File: src/logic/clma_pkg.sv
// shared constants and carrier types of the cache line maintenance block
package clma_pkg;

  // geometry
  localparam int CLMA_LINES = 16;
  localparam int CLMA_IDX_W = 4;
  localparam int CLMA_ADDR_W = 8;
  localparam int CLMA_LRU_W = 25;
  localparam int CLMA_TREE_W = 15;
  localparam int CLMA_TAG_W = 20;

  // register byte offsets
  localparam logic [7:0] CLMA_OFF_INDEX = 8'h00;
  localparam logic [7:0] CLMA_OFF_TAG = 8'h04;
  localparam logic [7:0] CLMA_OFF_WORD3 = 8'h08;
  localparam logic [7:0] CLMA_OFF_LRU = 8'h0C;

  // tag register field positions
  localparam int CLMA_BOOT_BIT = 31;
  localparam int CLMA_TAG_HI = 23;
  localparam int CLMA_TAG_LO = 4;
  localparam int CLMA_VALID_BIT = 3;
  localparam int CLMA_LOCK_BIT = 2;
  localparam int CLMA_KIND_BIT = 1;

  // physical regions chosen by the boot region select bit
  localparam logic [31:0] CLMA_BOOT_REGION = 32'h1D000000;
  localparam logic [31:0] CLMA_MAIN_REGION = 32'h1FC00000;

  // reset values of the line fields and the lru state
  localparam logic CLMA_BOOT_RST = 1'b0;
  localparam logic [19:0] CLMA_TAG_RST = 20'h00000;
  localparam logic CLMA_VALID_RST = 1'b0;
  localparam logic CLMA_LOCK_RST = 1'b0;
  localparam logic CLMA_KIND_RST = 1'b1;
  localparam logic [CLMA_LRU_W-1:0] CLMA_LRU_RST = 25'h0000000;

  // one cache line's tag state
  typedef struct packed {
    logic boot_region_select;
    logic [CLMA_TAG_W-1:0] line_tag_address;
    logic line_valid_flag;
    logic line_lock_flag;
    logic line_kind_flag;
  } clma_line_t;

  // register port request
  typedef struct packed {
    logic wr;
    logic rd;
    logic [CLMA_ADDR_W-1:0] addr;
    logic [31:0] wdata;
  } clma_bus_t;

  // hit lookup request
  typedef struct packed {
    logic req;
    logic [31:0] addr;
  } clma_lookup_t;

endpackage

File: src/logic/clma_top.sv
// cache line maintenance registers, hit lookup and victim choice
//
// Function
// - boot region bit set places line at 0x1D000000, clear at 0x1FC00000.
// - 20-bit tag in bits 23:4 is compared against physical address for hits.
// - only lines with valid flag (bit 3) set can hit.
// - locked lines (bit 2) are never chosen as replacement victim.
// - kind flag bit 1 marks instruction line when set, data line when clear.
// - full 32-bit word three of selected line is a read/write window.
// - word three window reads are blocked while code protection is active.
// - read-only 25-bit pseudo-lru state in bits 24:0, other bits zero; the code holds a 15-bit tree in bits 14:0, bits 24:15 read zero.
//
// The implementer's own choices: the plain strobed port and the register addresses.
`timescale 1ns/1ps
module clma_top (
  input wire logic mclk,
  input wire logic rst,
  input wire clma_pkg::clma_bus_t bus,
  output logic [31:0] rdata,
  input wire logic code_protect,
  input wire clma_pkg::clma_lookup_t lookup,
  output logic hit,
  output logic [clma_pkg::CLMA_IDX_W-1:0] hit_line,
  output logic hit_kind,
  output logic [clma_pkg::CLMA_IDX_W-1:0] victim_line,
  output logic victim_valid
);

  localparam int LINES = clma_pkg::CLMA_LINES;
  localparam int IW = clma_pkg::CLMA_IDX_W;

  //////////////////////////////////////////////////////////////////////////////
  // declarations
  clma_pkg::clma_line_t [LINES-1:0] lines_ff;
  clma_pkg::clma_line_t [LINES-1:0] nxt_lines;
  clma_pkg::clma_line_t [LINES-1:0] prev_lines_ff;
  clma_pkg::clma_line_t sel_line;
  logic [IW-1:0] line_index_selection_ff;
  logic [IW-1:0] nxt_index;
  logic prot_meta_ff;
  logic prot_sync_ff;
  logic [31:0] rdata_ff;
  logic [31:0] nxt_rdata;
  logic w3_sel_ff;
  logic nxt_w3_sel;
  logic w3_wr;
  logic w3_rd;
  logic [31:0] w3_q;
  logic hit_ff;
  logic nxt_hit;
  logic [IW-1:0] hit_line_ff;
  logic [IW-1:0] nxt_hit_line;
  logic hit_kind_ff;
  logic nxt_hit_kind;
  logic [IW-1:0] victim_ff;
  logic [IW-1:0] nxt_victim;
  logic victim_valid_ff;
  logic nxt_victim_valid;
  logic [clma_pkg::CLMA_TREE_W-1:0] tree_state;
  logic [IW-1:0] tree_victim;
  logic [clma_pkg::CLMA_LRU_W-1:0] replacement_state_vector;
  logic wr_tag;
  logic rd_w3_req;

  assign sel_line = lines_ff[line_index_selection_ff];
  assign wr_tag = bus.wr && (bus.addr == clma_pkg::CLMA_OFF_TAG);
  assign rd_w3_req = bus.rd && (bus.addr == clma_pkg::CLMA_OFF_WORD3);
  assign replacement_state_vector = clma_pkg::CLMA_LRU_W'(tree_state); // upper bits zero

  //////////////////////////////////////////////////////////////////////////////
  // code protect pin synchroniser
  always_ff @(posedge mclk or posedge rst)
  begin
    if (rst)
    begin
      prot_meta_ff <= 1'b1;
      prot_sync_ff <= 1'b1;
    end
    else
    begin
      prot_meta_ff <= code_protect;
      prot_sync_ff <= prot_meta_ff;
    end
  end

  //////////////////////////////////////////////////////////////////////////////
  // index selection and line tag writes
  always_comb
  begin
    nxt_index = line_index_selection_ff;
    nxt_lines = lines_ff;
    if (bus.wr && (bus.addr == clma_pkg::CLMA_OFF_INDEX))
      nxt_index = bus.wdata[IW-1:0];
    if (wr_tag)
    begin
      // only the selected line takes the new fields
      nxt_lines[line_index_selection_ff].boot_region_select =
        bus.wdata[clma_pkg::CLMA_BOOT_BIT];
      nxt_lines[line_index_selection_ff].line_tag_address =
        bus.wdata[clma_pkg::CLMA_TAG_HI:clma_pkg::CLMA_TAG_LO];
      nxt_lines[line_index_selection_ff].line_valid_flag =
        bus.wdata[clma_pkg::CLMA_VALID_BIT];
      nxt_lines[line_index_selection_ff].line_lock_flag =
        bus.wdata[clma_pkg::CLMA_LOCK_BIT];
      nxt_lines[line_index_selection_ff].line_kind_flag =
        bus.wdata[clma_pkg::CLMA_KIND_BIT];
    end
  end

  always_ff @(posedge mclk or posedge rst)
  begin
    if (rst)
    begin
      line_index_selection_ff <= '0;
      for (int i = 0; i < LINES; i++)
      begin
        lines_ff[i] <= '{clma_pkg::CLMA_BOOT_RST, clma_pkg::CLMA_TAG_RST,
                         clma_pkg::CLMA_VALID_RST, clma_pkg::CLMA_LOCK_RST,
                         clma_pkg::CLMA_KIND_RST};
      end
      prev_lines_ff <= '0;
    end
    else
    begin
      line_index_selection_ff <= nxt_index;
      lines_ff <= nxt_lines;
      prev_lines_ff <= lines_ff;
    end
  end

  //////////////////////////////////////////////////////////////////////////////
  // word three window storage
  assign w3_wr = bus.wr && (bus.addr == clma_pkg::CLMA_OFF_WORD3);
  assign w3_rd = rd_w3_req && !prot_sync_ff;

  clma_word_mem #(
    .WIDTH(32),
    .DEPTH(LINES),
    .AW(IW)
  ) u_word3 (
    .mclk(mclk),
    .rst(rst),
    .wr(w3_wr),
    .waddr(line_index_selection_ff),
    .wdata(bus.wdata),
    .rd(w3_rd),
    .raddr(line_index_selection_ff),
    .rdata(w3_q)
  );

  //////////////////////////////////////////////////////////////////////////////
  // register read path
  always_comb
  begin
    nxt_rdata = 32'h00000000;
    nxt_w3_sel = w3_rd;
    if (bus.rd)
    begin
      case (bus.addr)
        clma_pkg::CLMA_OFF_INDEX: nxt_rdata = 32'(line_index_selection_ff);
        clma_pkg::CLMA_OFF_TAG:
          nxt_rdata = {sel_line.boot_region_select, 7'h00, sel_line.line_tag_address,
                       sel_line.line_valid_flag, sel_line.line_lock_flag,
                       sel_line.line_kind_flag, 1'b0};
        clma_pkg::CLMA_OFF_LRU: nxt_rdata = 32'(replacement_state_vector);
        default: nxt_rdata = 32'h00000000; // protected word three reads zero
      endcase
    end
  end

  always_ff @(posedge mclk or posedge rst)
  begin
    if (rst)
    begin
      rdata_ff <= 32'h00000000;
      w3_sel_ff <= 1'b0;
    end
    else
    begin
      rdata_ff <= nxt_rdata;
      w3_sel_ff <= nxt_w3_sel;
    end
  end

  // both sources are registers
  assign rdata = w3_sel_ff ? w3_q : rdata_ff;

  //////////////////////////////////////////////////////////////////////////////
  // hit detection, lowest matching line wins
  always_comb
  begin
    logic match;
    logic [7:0] region;
    match = 1'b0;
    region = 8'h00;
    nxt_hit = 1'b0;
    nxt_hit_line = '0;
    nxt_hit_kind = 1'b0;
    for (int i = LINES - 1; i >= 0; i--)
    begin
      region = lines_ff[i].boot_region_select ? clma_pkg::CLMA_BOOT_REGION[31:24] :
               clma_pkg::CLMA_MAIN_REGION[31:24];
      match = lines_ff[i].line_valid_flag &&
              (lookup.addr[31:24] == region) &&
              (lookup.addr[clma_pkg::CLMA_TAG_HI:clma_pkg::CLMA_TAG_LO] ==
               lines_ff[i].line_tag_address);
      if (lookup.req && match)
      begin
        nxt_hit = 1'b1;
        nxt_hit_line = IW'(i);
        nxt_hit_kind = lines_ff[i].line_kind_flag;
      end
    end
  end

  //////////////////////////////////////////////////////////////////////////////
  // victim choice skips locked lines
  always_comb
  begin
    logic [IW-1:0] cand;
    cand = '0;
    nxt_victim = tree_victim;
    nxt_victim_valid = 1'b0;
    for (int k = LINES - 1; k >= 0; k--)
    begin
      cand = tree_victim + IW'(k);
      if (!lines_ff[cand].line_lock_flag)
      begin
        nxt_victim = cand;
        nxt_victim_valid = 1'b1;
      end
    end
  end

  always_ff @(posedge mclk or posedge rst)
  begin
    if (rst)
    begin
      hit_ff <= 1'b0;
      hit_line_ff <= '0;
      hit_kind_ff <= 1'b0;
      victim_ff <= '0;
      victim_valid_ff <= 1'b0;
    end
    else
    begin
      hit_ff <= nxt_hit;
      hit_line_ff <= nxt_hit_line;
      hit_kind_ff <= nxt_hit_kind;
      victim_ff <= nxt_victim;
      victim_valid_ff <= nxt_victim_valid;
    end
  end

  // a hit marks its line most recently used
  clma_plru #(
    .IDX_W(IW),
    .TREE_W(clma_pkg::CLMA_TREE_W)
  ) u_plru (
    .mclk(mclk),
    .rst(rst),
    .touch(hit_ff),
    .touch_line(hit_line_ff),
    .state(tree_state),
    .victim(tree_victim)
  );

  assign hit = hit_ff;
  assign hit_line = hit_line_ff;
  assign hit_kind = hit_kind_ff;
  assign victim_line = victim_ff;
  assign victim_valid = victim_valid_ff;

  //////////////////////////////////////////////////////////////////////////////
  // checks
  AST_BOOT_REGION: assert property (@(posedge mclk) disable iff (rst)
    hit_ff |-> ($past(lookup.addr[31:24]) ==
      (prev_lines_ff[hit_line_ff].boot_region_select ? 8'h1D : 8'h1F)))
    else $error("hit outside the line region");

  AST_TAG_MATCH: assert property (@(posedge mclk) disable iff (rst)
    hit_ff |-> ($past(lookup.addr[23:4]) == prev_lines_ff[hit_line_ff].line_tag_address))
    else $error("hit with mismatched tag");

  AST_VALID_ONLY: assert property (@(posedge mclk) disable iff (rst)
    hit_ff |-> prev_lines_ff[hit_line_ff].line_valid_flag)
    else $error("invalid line produced a hit");

  AST_LOCK_SKIP: assert property (@(posedge mclk) disable iff (rst)
    victim_valid_ff |-> !prev_lines_ff[victim_ff].line_lock_flag)
    else $error("locked line chosen as victim");

  AST_KIND_FLAG: assert property (@(posedge mclk) disable iff (rst)
    hit_ff |-> (hit_kind_ff == prev_lines_ff[hit_line_ff].line_kind_flag))
    else $error("hit kind differs from line kind");

  AST_WORD3_RW: assert property (@(posedge mclk) disable iff (rst)
    (w3_wr ##1 (w3_rd && $stable(line_index_selection_ff) && !bus.wr))
      |=> (rdata == $past(bus.wdata, 2)))
    else $error("word three readback mismatch");

  AST_PROTECT_BLOCK: assert property (@(posedge mclk) disable iff (rst)
    (rd_w3_req && prot_sync_ff) |=> (rdata == 32'h00000000))
    else $error("protected word three read leaked data");

  AST_LRU_READ: assert property (@(posedge mclk) disable iff (rst)
    (bus.rd && (bus.addr == clma_pkg::CLMA_OFF_LRU))
      |=> ((rdata[31:25] == 7'h00) && (rdata[24:0] == $past(replacement_state_vector))))
    else $error("lru read wrong");

  AST_SELECT_ONLY: assert property (@(posedge mclk) disable iff (rst)
    wr_tag |=> ((lines_ff ^ prev_lines_ff) &
      ~({{(24*(LINES-1)){1'b0}}, 24'hFFFFFF} << (24 * $past(line_index_selection_ff))))
      == '0)
    else $error("tag write touched another line");

endmodule

File: src/logic/clma_word_mem.sv
// data word storage with registered read port
`timescale 1ns/1ps
module clma_word_mem #(
  parameter int WIDTH = 32,
  parameter int DEPTH = 16,
  parameter int AW = 4
) (
  input wire logic mclk,
  input wire logic rst,
  input wire logic wr,
  input wire logic [AW-1:0] waddr,
  input wire logic [WIDTH-1:0] wdata,
  input wire logic rd,
  input wire logic [AW-1:0] raddr,
  output logic [WIDTH-1:0] rdata
);

  logic [WIDTH-1:0] mem [DEPTH];
  logic [WIDTH-1:0] rdata_ff;
  logic [WIDTH-1:0] nxt_rdata;

  // read register loads only on a read
  always_comb
  begin
    nxt_rdata = rd ? mem[raddr] : rdata_ff;
  end

  always_ff @(posedge mclk or posedge rst)
  begin
    if (rst)
      rdata_ff <= '0;
    else
      rdata_ff <= nxt_rdata;
  end

  // array itself carries no reset
  always_ff @(posedge mclk)
  begin
    if (wr)
      mem[waddr] <= wdata;
  end

  assign rdata = rdata_ff;

endmodule

File: src/logic/clma_plru.sv
// tree pseudo-lru state with victim walk
`timescale 1ns/1ps
module clma_plru #(
  parameter int IDX_W = 4,
  parameter int TREE_W = 15
) (
  input wire logic mclk,
  input wire logic rst,
  input wire logic touch,
  input wire logic [IDX_W-1:0] touch_line,
  output logic [TREE_W-1:0] state,
  output logic [IDX_W-1:0] victim
);

  logic [TREE_W-1:0] tree_ff;
  logic [TREE_W-1:0] nxt_tree;

  // point every node on the touched path away from it
  always_comb
  begin
    int n;
    n = 1;
    nxt_tree = tree_ff;
    if (touch)
    begin
      for (int d = 0; d < IDX_W; d++)
      begin
        nxt_tree[n-1] = ~touch_line[IDX_W-1-d];
        n = 2 * n + int'(touch_line[IDX_W-1-d]);
      end
    end
  end

  always_ff @(posedge mclk or posedge rst)
  begin
    if (rst)
      tree_ff <= '0;
    else
      tree_ff <= nxt_tree;
  end

  // follow the node bits down to a leaf
  always_comb
  begin
    int m;
    m = 1;
    for (int d = 0; d < IDX_W; d++)
      m = 2 * m + int'(tree_ff[m-1]);
    victim = IDX_W'(m - (1 << IDX_W));
  end

  assign state = tree_ff;

endmodule

File: config.mk
export PLATFORM = sky130hd
export DESIGN_NAME = clma_top
export DESIGN_NICKNAME = d
export VERILOG_FILES = /design/src/logic/clma_pkg.sv /design/src/logic/clma_top.sv /design/src/logic/clma_word_mem.sv /design/src/logic/clma_plru.sv
export SDC_FILE = /design/constraint.sdc
export NUM_CORES = 2
export LEC_CHECK = 0
export BUFFER_PORTS_ARGS = -buffer_cell sky130_fd_sc_hd__buf_2
export CORE_ASPECT_RATIO = 0.9
export CORE_UTILIZATION = 45
export CTS_BUF_LIST = sky130_fd_sc_hd__clkbuf_16
export DETAILED_ROUTE_END_ITERATION = 6
export MAX_ROUTING_LAYER = met4
export PLACE_DENSITY = 0.67
export SLEW_MARGIN = 25
export SYNTH_ARGS = -nofsm -noshare
export SYNTH_HDL_FRONTEND = slang
export SYNTH_SLANG_ARGS = --single-unit
File: constraint.sdc
create_clock -name mclk -period 15.1 [get_ports mclk]
set_input_delay 2.265 -clock mclk [delete_from_list [all_inputs] [get_ports mclk]]
set_output_delay 2.265 -clock mclk [all_outputs]
set_load 0.005 [all_outputs]
### After elaboration in Yosys (flattened, before gate mapping)

Memory sizes are Yosys's and may differ from the RTL's. A register that Yosys moved wholly into a read port is not among the register bits.
Cells that the tools add are included.

| storage, ports and cells | value |
|---|---|
| bits in registers | 449 |
| logic and storage cells | 414 |
| input bits | 78 |
| output and inout bits | 43 |
| memory bits (writable) | 512 |
| memories | 1 |

| cells by class | value |
|---|---|
| reduce and logical (&&, ||, !) cells | 59 |
| magnitude comparators | 27 |
| $add $sub $neg | 29 |
| multiplexer cells | 168 |
| equality and inequality tests | 35 |
| bitwise gates (word level) | 4 |

Memory list:

| name | depth | width | read ports | clocked after memory_dff | wr ports | RTL line | source |
|---|---|---|---|---|---|---|---|
| u_word3.mem | 16 | 32 | 1 | 1 | 1 | clma_word_mem.sv:18 | `logic [WIDTH-1:0] mem [DEPTH];` |

Operators with widths:

| operator | number |
|---|---|
| bitwise mux 384 bit | 5 |
| binary-select mux 24 bit (select 4 bit) | 17 |
| demux 24 bit (select 4 bit) | 5 |
| == test 20 bit | 16 |
| < comparator 32 x 6 -> 1 bit (second input constant) | 6 |
| subtractor 32 x 2 -> 32 bit (second input constant) | 6 |
| adder 32 x 2 -> 32 bit | 4 |
| == test 8 x 5 -> 1 bit | 16 |
| 2-to-1 mux 4 bit | 32 |
| greater-or-equal comparator 32 x 1 -> 1 bit (second input constant) | 3 |
| case mux 32 bit (3 select lines) | 1 |
| < comparator 4 x 5 -> 1 bit (second input constant) | 17 |
| 2-to-1 mux 2 bit | 33 |
| 2-to-1 mux 32 bit | 2 |
| 2-to-1 mux 1 bit | 60 |
| logical AND 1 bit | 57 |
| 2-to-1 mux 24 bit | 2 |
| bitwise mux 15 bit | 3 |
| adder 4 bit (second input constant) | 8 |
| 2-to-1 mux 23 bit | 1 |
| adder 4 x 3 -> 4 bit (second input constant) | 4 |
| == test 8 x 4 -> 1 bit (second input constant) | 2 |
| binary-select mux 1 bit (select 4 bit) | 3 |
| demux 1 bit (select 4 bit) | 3 |
| 11 further kinds | 16 |

### Depth between registers and ports, before layout

| depth | value |
|---|---|
| depth after elaboration | 36 |
| mapped depth | 31 |

### Cells and area by module

From an unflattened synthesis, not the netlist that was laid out.

| second synthesis, totals | value |
|---|---|
| cell total of the unflattened synthesis | 2,968 |
| area total of the unflattened synthesis | 47,184.0 µm² |

By module, submodules not included:

| module | area an instance (µm²) | instances | cells an instance |
|---|---|---|---|
| clma_top | 25,473.2 | 1 | 2,001 |
| clma_word_mem | 20,724.9 | 1 | 877 |
| clma_plru | 985.9 | 1 | 90 |

### Worst setup path before layout

Ideal clock, no wire load.

| timing path | value |
|---|---|
| kind | register -> register |
| from | register u_plru.tree_ff[5], in the netlist u_plru.state[5] |
| to | register victim_ff[2], in the netlist victim_line[2] |
| setup time | 0.077 ns |
| path buffers | 10 |
| clock period less this slack | 6.477 ns |
| arrival time | 6.399 ns |
| required time | 15.023 ns |
| slack | 8.623 ns |
| cell stages (with the launch flop) | 31 |
| path through | dfrtp_1 buf_2 mux2i_1 mux2_2 buf_2 buf_1 clkbuf_1 inv_1 ha_1 clkbuf_1 nor3_1 a32oi_2 o211ai_2 and2_4 buf_12 inv_4 buf_12 buf_8 ha_1 clkbuf_1 xnor2_2 buf_2 mux2i_1 mux2_1 mux2_2 nand2_1 nand2_1 nor2_1 nand3b_1 or4_1 a21oi_1 |

| between the ends | value |
|---|---|
| word-level cells in the longest chain between the ends | 34 |

Ends and longest elaborated chain:

| what | RTL line | source |
|---|---|---|
| start: declaration | clma_plru.sv:15 | `logic [TREE_W-1:0] tree_ff;` |
| start signal: assignment | clma_plru.sv:39 | `tree_ff <= nxt_tree;` |
| binary-select mux 1 bit (select 4 bit) | clma_plru.sv:48 | `m = 2 * m + int'(tree_ff[m-1]);` |
| 2-to-1 mux 1 bit (implied by the code) (2 in a row) | clma_plru.sv:48 |  |
| adder 32 x 2 -> 32 bit | clma_plru.sv:48 |  |
| subtractor 32 x 2 -> 32 bit | clma_plru.sv:48 |  |
| binary-select mux 1 bit (select 4 bit) | clma_plru.sv:48 |  |
| 2-to-1 mux 1 bit (implied by the code) (2 in a row) | clma_plru.sv:48 |  |
| adder 32 x 2 -> 32 bit | clma_plru.sv:48 |  |
| subtractor 32 x 2 -> 32 bit | clma_plru.sv:48 |  |
| [... 3 more ...] | -- |  |
| adder 4 x 2 -> 4 bit * | clma_plru.sv:48 |  |
| subtractor 4 x 1 -> 4 bit * | clma_plru.sv:49 | `victim = IDX_W'(m - (1 << IDX_W));` |
| adder 4 bit | clma_top.sv:226 | `cand = tree_victim + IW'(k);` |
| binary-select mux 24 bit (select 4 bit) | clma_top.sv:227 | `if (!lines_ff[cand].line_lock_flag)` |
| 2-to-1 mux 2 bit (implied by the code) | clma_top.sv:227 |  |
| 2-to-1 mux 4 bit (15 in a row) | clma_top.sv:227 |  |
| 2-to-1 mux 4 bit * | clma_top.sv:227 |  |
| net nxt_victim[2] | clma_top.sv:56 | `logic [IW-1:0] nxt_victim;` |
| end signal: assignment | clma_top.sv:250 | `victim_ff <= nxt_victim;` |
| end: declaration | clma_top.sv:55 | `logic [IW-1:0] victim_ff;` |

Mark *: on every way through the listed nets, which the timed path passes. The rest lies on a longest branch. The select of a mux whose other input is x is not followed.
A chain may end at the register's enable or synchronous reset.

### Worst setup path after layout

| timing path | value |
|---|---|
| from | register u_plru.tree_ff[2], in the netlist u_plru.state[2] |
| to | register victim_ff[2], in the netlist victim_line[2] |

Same word-level chain as after synthesis.

==> reports/metrics.yaml <==
finalWeightedCongestion: 0.9917
num_vias: 27810
grt_pass1_wl_mm: 203.8
wl_met2_mm: 64.78
place.port_buffers: 116
violations: "design-rule violations"
antenna_found_initial: 10
synthFlopType: "edfxtp_1"
syn2layout_area_growth_pct: 11.70
die_w_um: 342.3
cap_viol_max_count: 0
overflow: 0
ys_async_sr_fraction: 0.4807
drc: 24
max_freq_ghz: 0.1427
holdPathStages: 0
grt_max_degree: 92
r2r_slack_ns: 8.09
worst_skew_pair.late_latency_ns: 0.71
yosysSeqAreaShare: 0.5811
crit_fanout: 31
synth-edff-count: 512
power_leakage_nw: 20.16
fillerInstances: 8315
cts_tree: "built"
viasPerCell: 6.196
die_y_um: 308.3
fin_skew_ns: 0.04874
synth_top_area_cell: "edfxtp_1"
yosysMostFrequentCell: "edfxtp_1"
synth_nets: 3063
synth_common_cells: "512 x edfxtp_1, 460 x mux2_2, 456 x dfrtp_1"
wl_met1_mm: 59.72
status: "finished, violations left"
path_class: "flop to flop"
postRouteAntennaNets: 0
final.setup.tns_ns: 0
finalHoldViolCount: 0
endpoint_kind: "flop"
clkTransAtPathRegs_ns: 0.06
wl_met3_mm: 11.23
powerDensity_mw_per_mm2: 107.0
fin_ws_ns: 8.094
io_pins: 121
synth_area_per_cell_um2: 15.76
drt_iter0_markers: 3229
clock_sinks: 986
required_ns: 15.68
syn_inst: 2976
finalSetupViolCount: 0
place_ws_ns: 8.136
tightest_slew_ns: 1.198
cts_hold_buf: 0
min_from: "prot_meta_ff$_DFF_PP1_"
yosysWarnings: 0
clockBufferDepth: 3
yosys-top-cells-area: "edfxtp_1 33%, dfrtp_1 24%, mux4_2 14%"
drive_gt1_frac: 0.3653
ctsResizeCount: 0
arrival_ns: 7.59
grt_usage: 0.2770
r2r_end: "victim_line[2]$_DFF_PP0_"
cts_setup_buffers: 0
max-slew-margin-rel: 0.1937
ys_ff_latch: 986
post-route-period-util: 0.4640
synth_area_mm2: 0.04691
dr.pass1.iters: 7
hp-class: "flop to flop"
cp-start-kind: "flop"
reg2regPathDepth: 22
wl_mm: 140.6
reg2reg_from: "u_plru.state[2]$_DFFE_PP0P_"
synth_cell_types: 81
rsz0062_at_grt: "false"
routed.top_layer: "met4"
min_to: "prot_sync_ff$_DFF_PP1_"
rows: 111
fin_crit_ns: 7.006
dieArea_mm2: 0.1055
drv_slew: 0
nets: 3128
htreeDepth: 3
grt_pass1_vias: 28050
core_region_area_mm2: 0.1026
hpwl_mm: 90.17
vdd.ir_drop.worst_mv: 0.08596
cts-buffers-inserted: 101
start_util: 0.4571
clockRootBuffer: "clkbuf_16"
finalPower_mw: 5.607
yosysTopAreaCellShare: 0.3277
wl_per_cell_um: 31.34
[worst max path at each step]
stage                                      from                  endpoint  cells after the start
floorplan                                   rst             hit$_DFF_PP0_                      1
global placement    u_plru.state[1]$_DFFE_PP0P_  victim_line[2]$_DFF_PP0_                     22
detailed placement  u_plru.state[1]$_DFFE_PP0P_  victim_line[2]$_DFF_PP0_                     22
CTS                 u_plru.state[1]$_DFFE_PP0P_  victim_line[2]$_DFF_PP0_                     22
global route        u_plru.state[1]$_DFFE_PP0P_  victim_line[2]$_DFF_PP0_                     22
finish              u_plru.state[2]$_DFFE_PP0P_  victim_line[2]$_DFF_PP0_                     22
[cell type report]
cell class / instances / area [µm²] / share of cell area
sequential: 986 / 27280 / 0.5205
timing repair buffer: 172 / 1072 / 0.02046
clock inverter: 87 / 750.7 / 0.01433
inverter: 32 / 126.4 / 0.002412
antenna: 6 / 15.01 / 0.0002865
multi-input combinational: 1748 / 18940 / 0.3614
clock buffer: 101 / 2527 / 0.04823
tap: 1356 / 1697 / 0.03238
[critical path: stages, from the launching register on]
cell and delay, ns:
dfrtp_1 0.70, mux2i_1 0.40, mux2_2 0.22, buf_4 0.40, inv_1 0.14, ha_1 0.65, inv_1 0.26, a32oi_2 0.34
o211ai_2 0.18, and2_4 0.28, inv_4 0.29, ha_1 0.38, xnor2_2 0.15, buf_4 0.32, mux2i_1 0.11, mux4_2 0.56
nand2b_1 0.15, and2_1 0.31, nor2_1 0.09, o21ai_0 0.15, nand3b_1 0.09, or4_1 0.48, a21oi_1 0.23
[per-layer routing]
metal  track usage  vias up
li1              -    11480
met1        0.3836    14880
met2        0.4128     1211
met3       0.05504      237
met4       0.08627        0
met5             -        -
[metrics by stage]
stage	hold slack [ns]	area, µm²	cells	util
floorplan	0.3452	46920	2976	-
global placement	0.3488	49010	4292	0.4776
detailed placement	0.3507	49090	4294	0.4783
CTS	0.3619	52370	4482	0.5102
global route	0.3630	52400	4486	0.5105
finish	0.3581	52400	4488	0.5106
[placed cells by master, fill, tap and decap left out, drive strengths merged, types with 5 or more instances in the layout]
master,instances
buf,172
dfrtp,456
ha,9
mux2,463
xnor2,208
o211ai,5
nand4,65
and2,18
edfxtp,512
a31oi,12
bufinv,8
mux2i,68
o21ai,50
nand3,24
xor2,134
inv,60
or3,5
nor2b,17
a21oi,34
dfstp,18
mux4,286
diode,6
nor4,50
nand2b,14
nand2,92
nor2,98
clkinv,47
clkbuf,101
o21bai,5
nor3,17
[cells by family after synthesis]
group / synth area share
fa+ha+maj: 0.002400
buf+inv: 0.02067
mux: 0.2638
simple gates: 0.04532
compound gates: 0.02273
xor+xnor: 0.06401
flops: 0.5811
[report_power, final]
group | leakage, nW | switching [mW] | total (mW) | internal (mW)
sequential | 11.1 | 0.0153 | 2.86 | 2.84
clock | 1.70 | 1.09 | 2.46 | 1.37
combinational | 7.32 | 0.189 | 0.291 | 0.103
[registers in the layout, summed over array words and instances (netlist names), 4 cells and up]
register	cells
u_word3.mem	512
line_index_selection_ff	4
u_word3.rdata	32
rdata_ff	25
hit_line	4
u_plru.state	15
victim_line	4
lines_ff	384
Power figures use the tool's default switching activity.
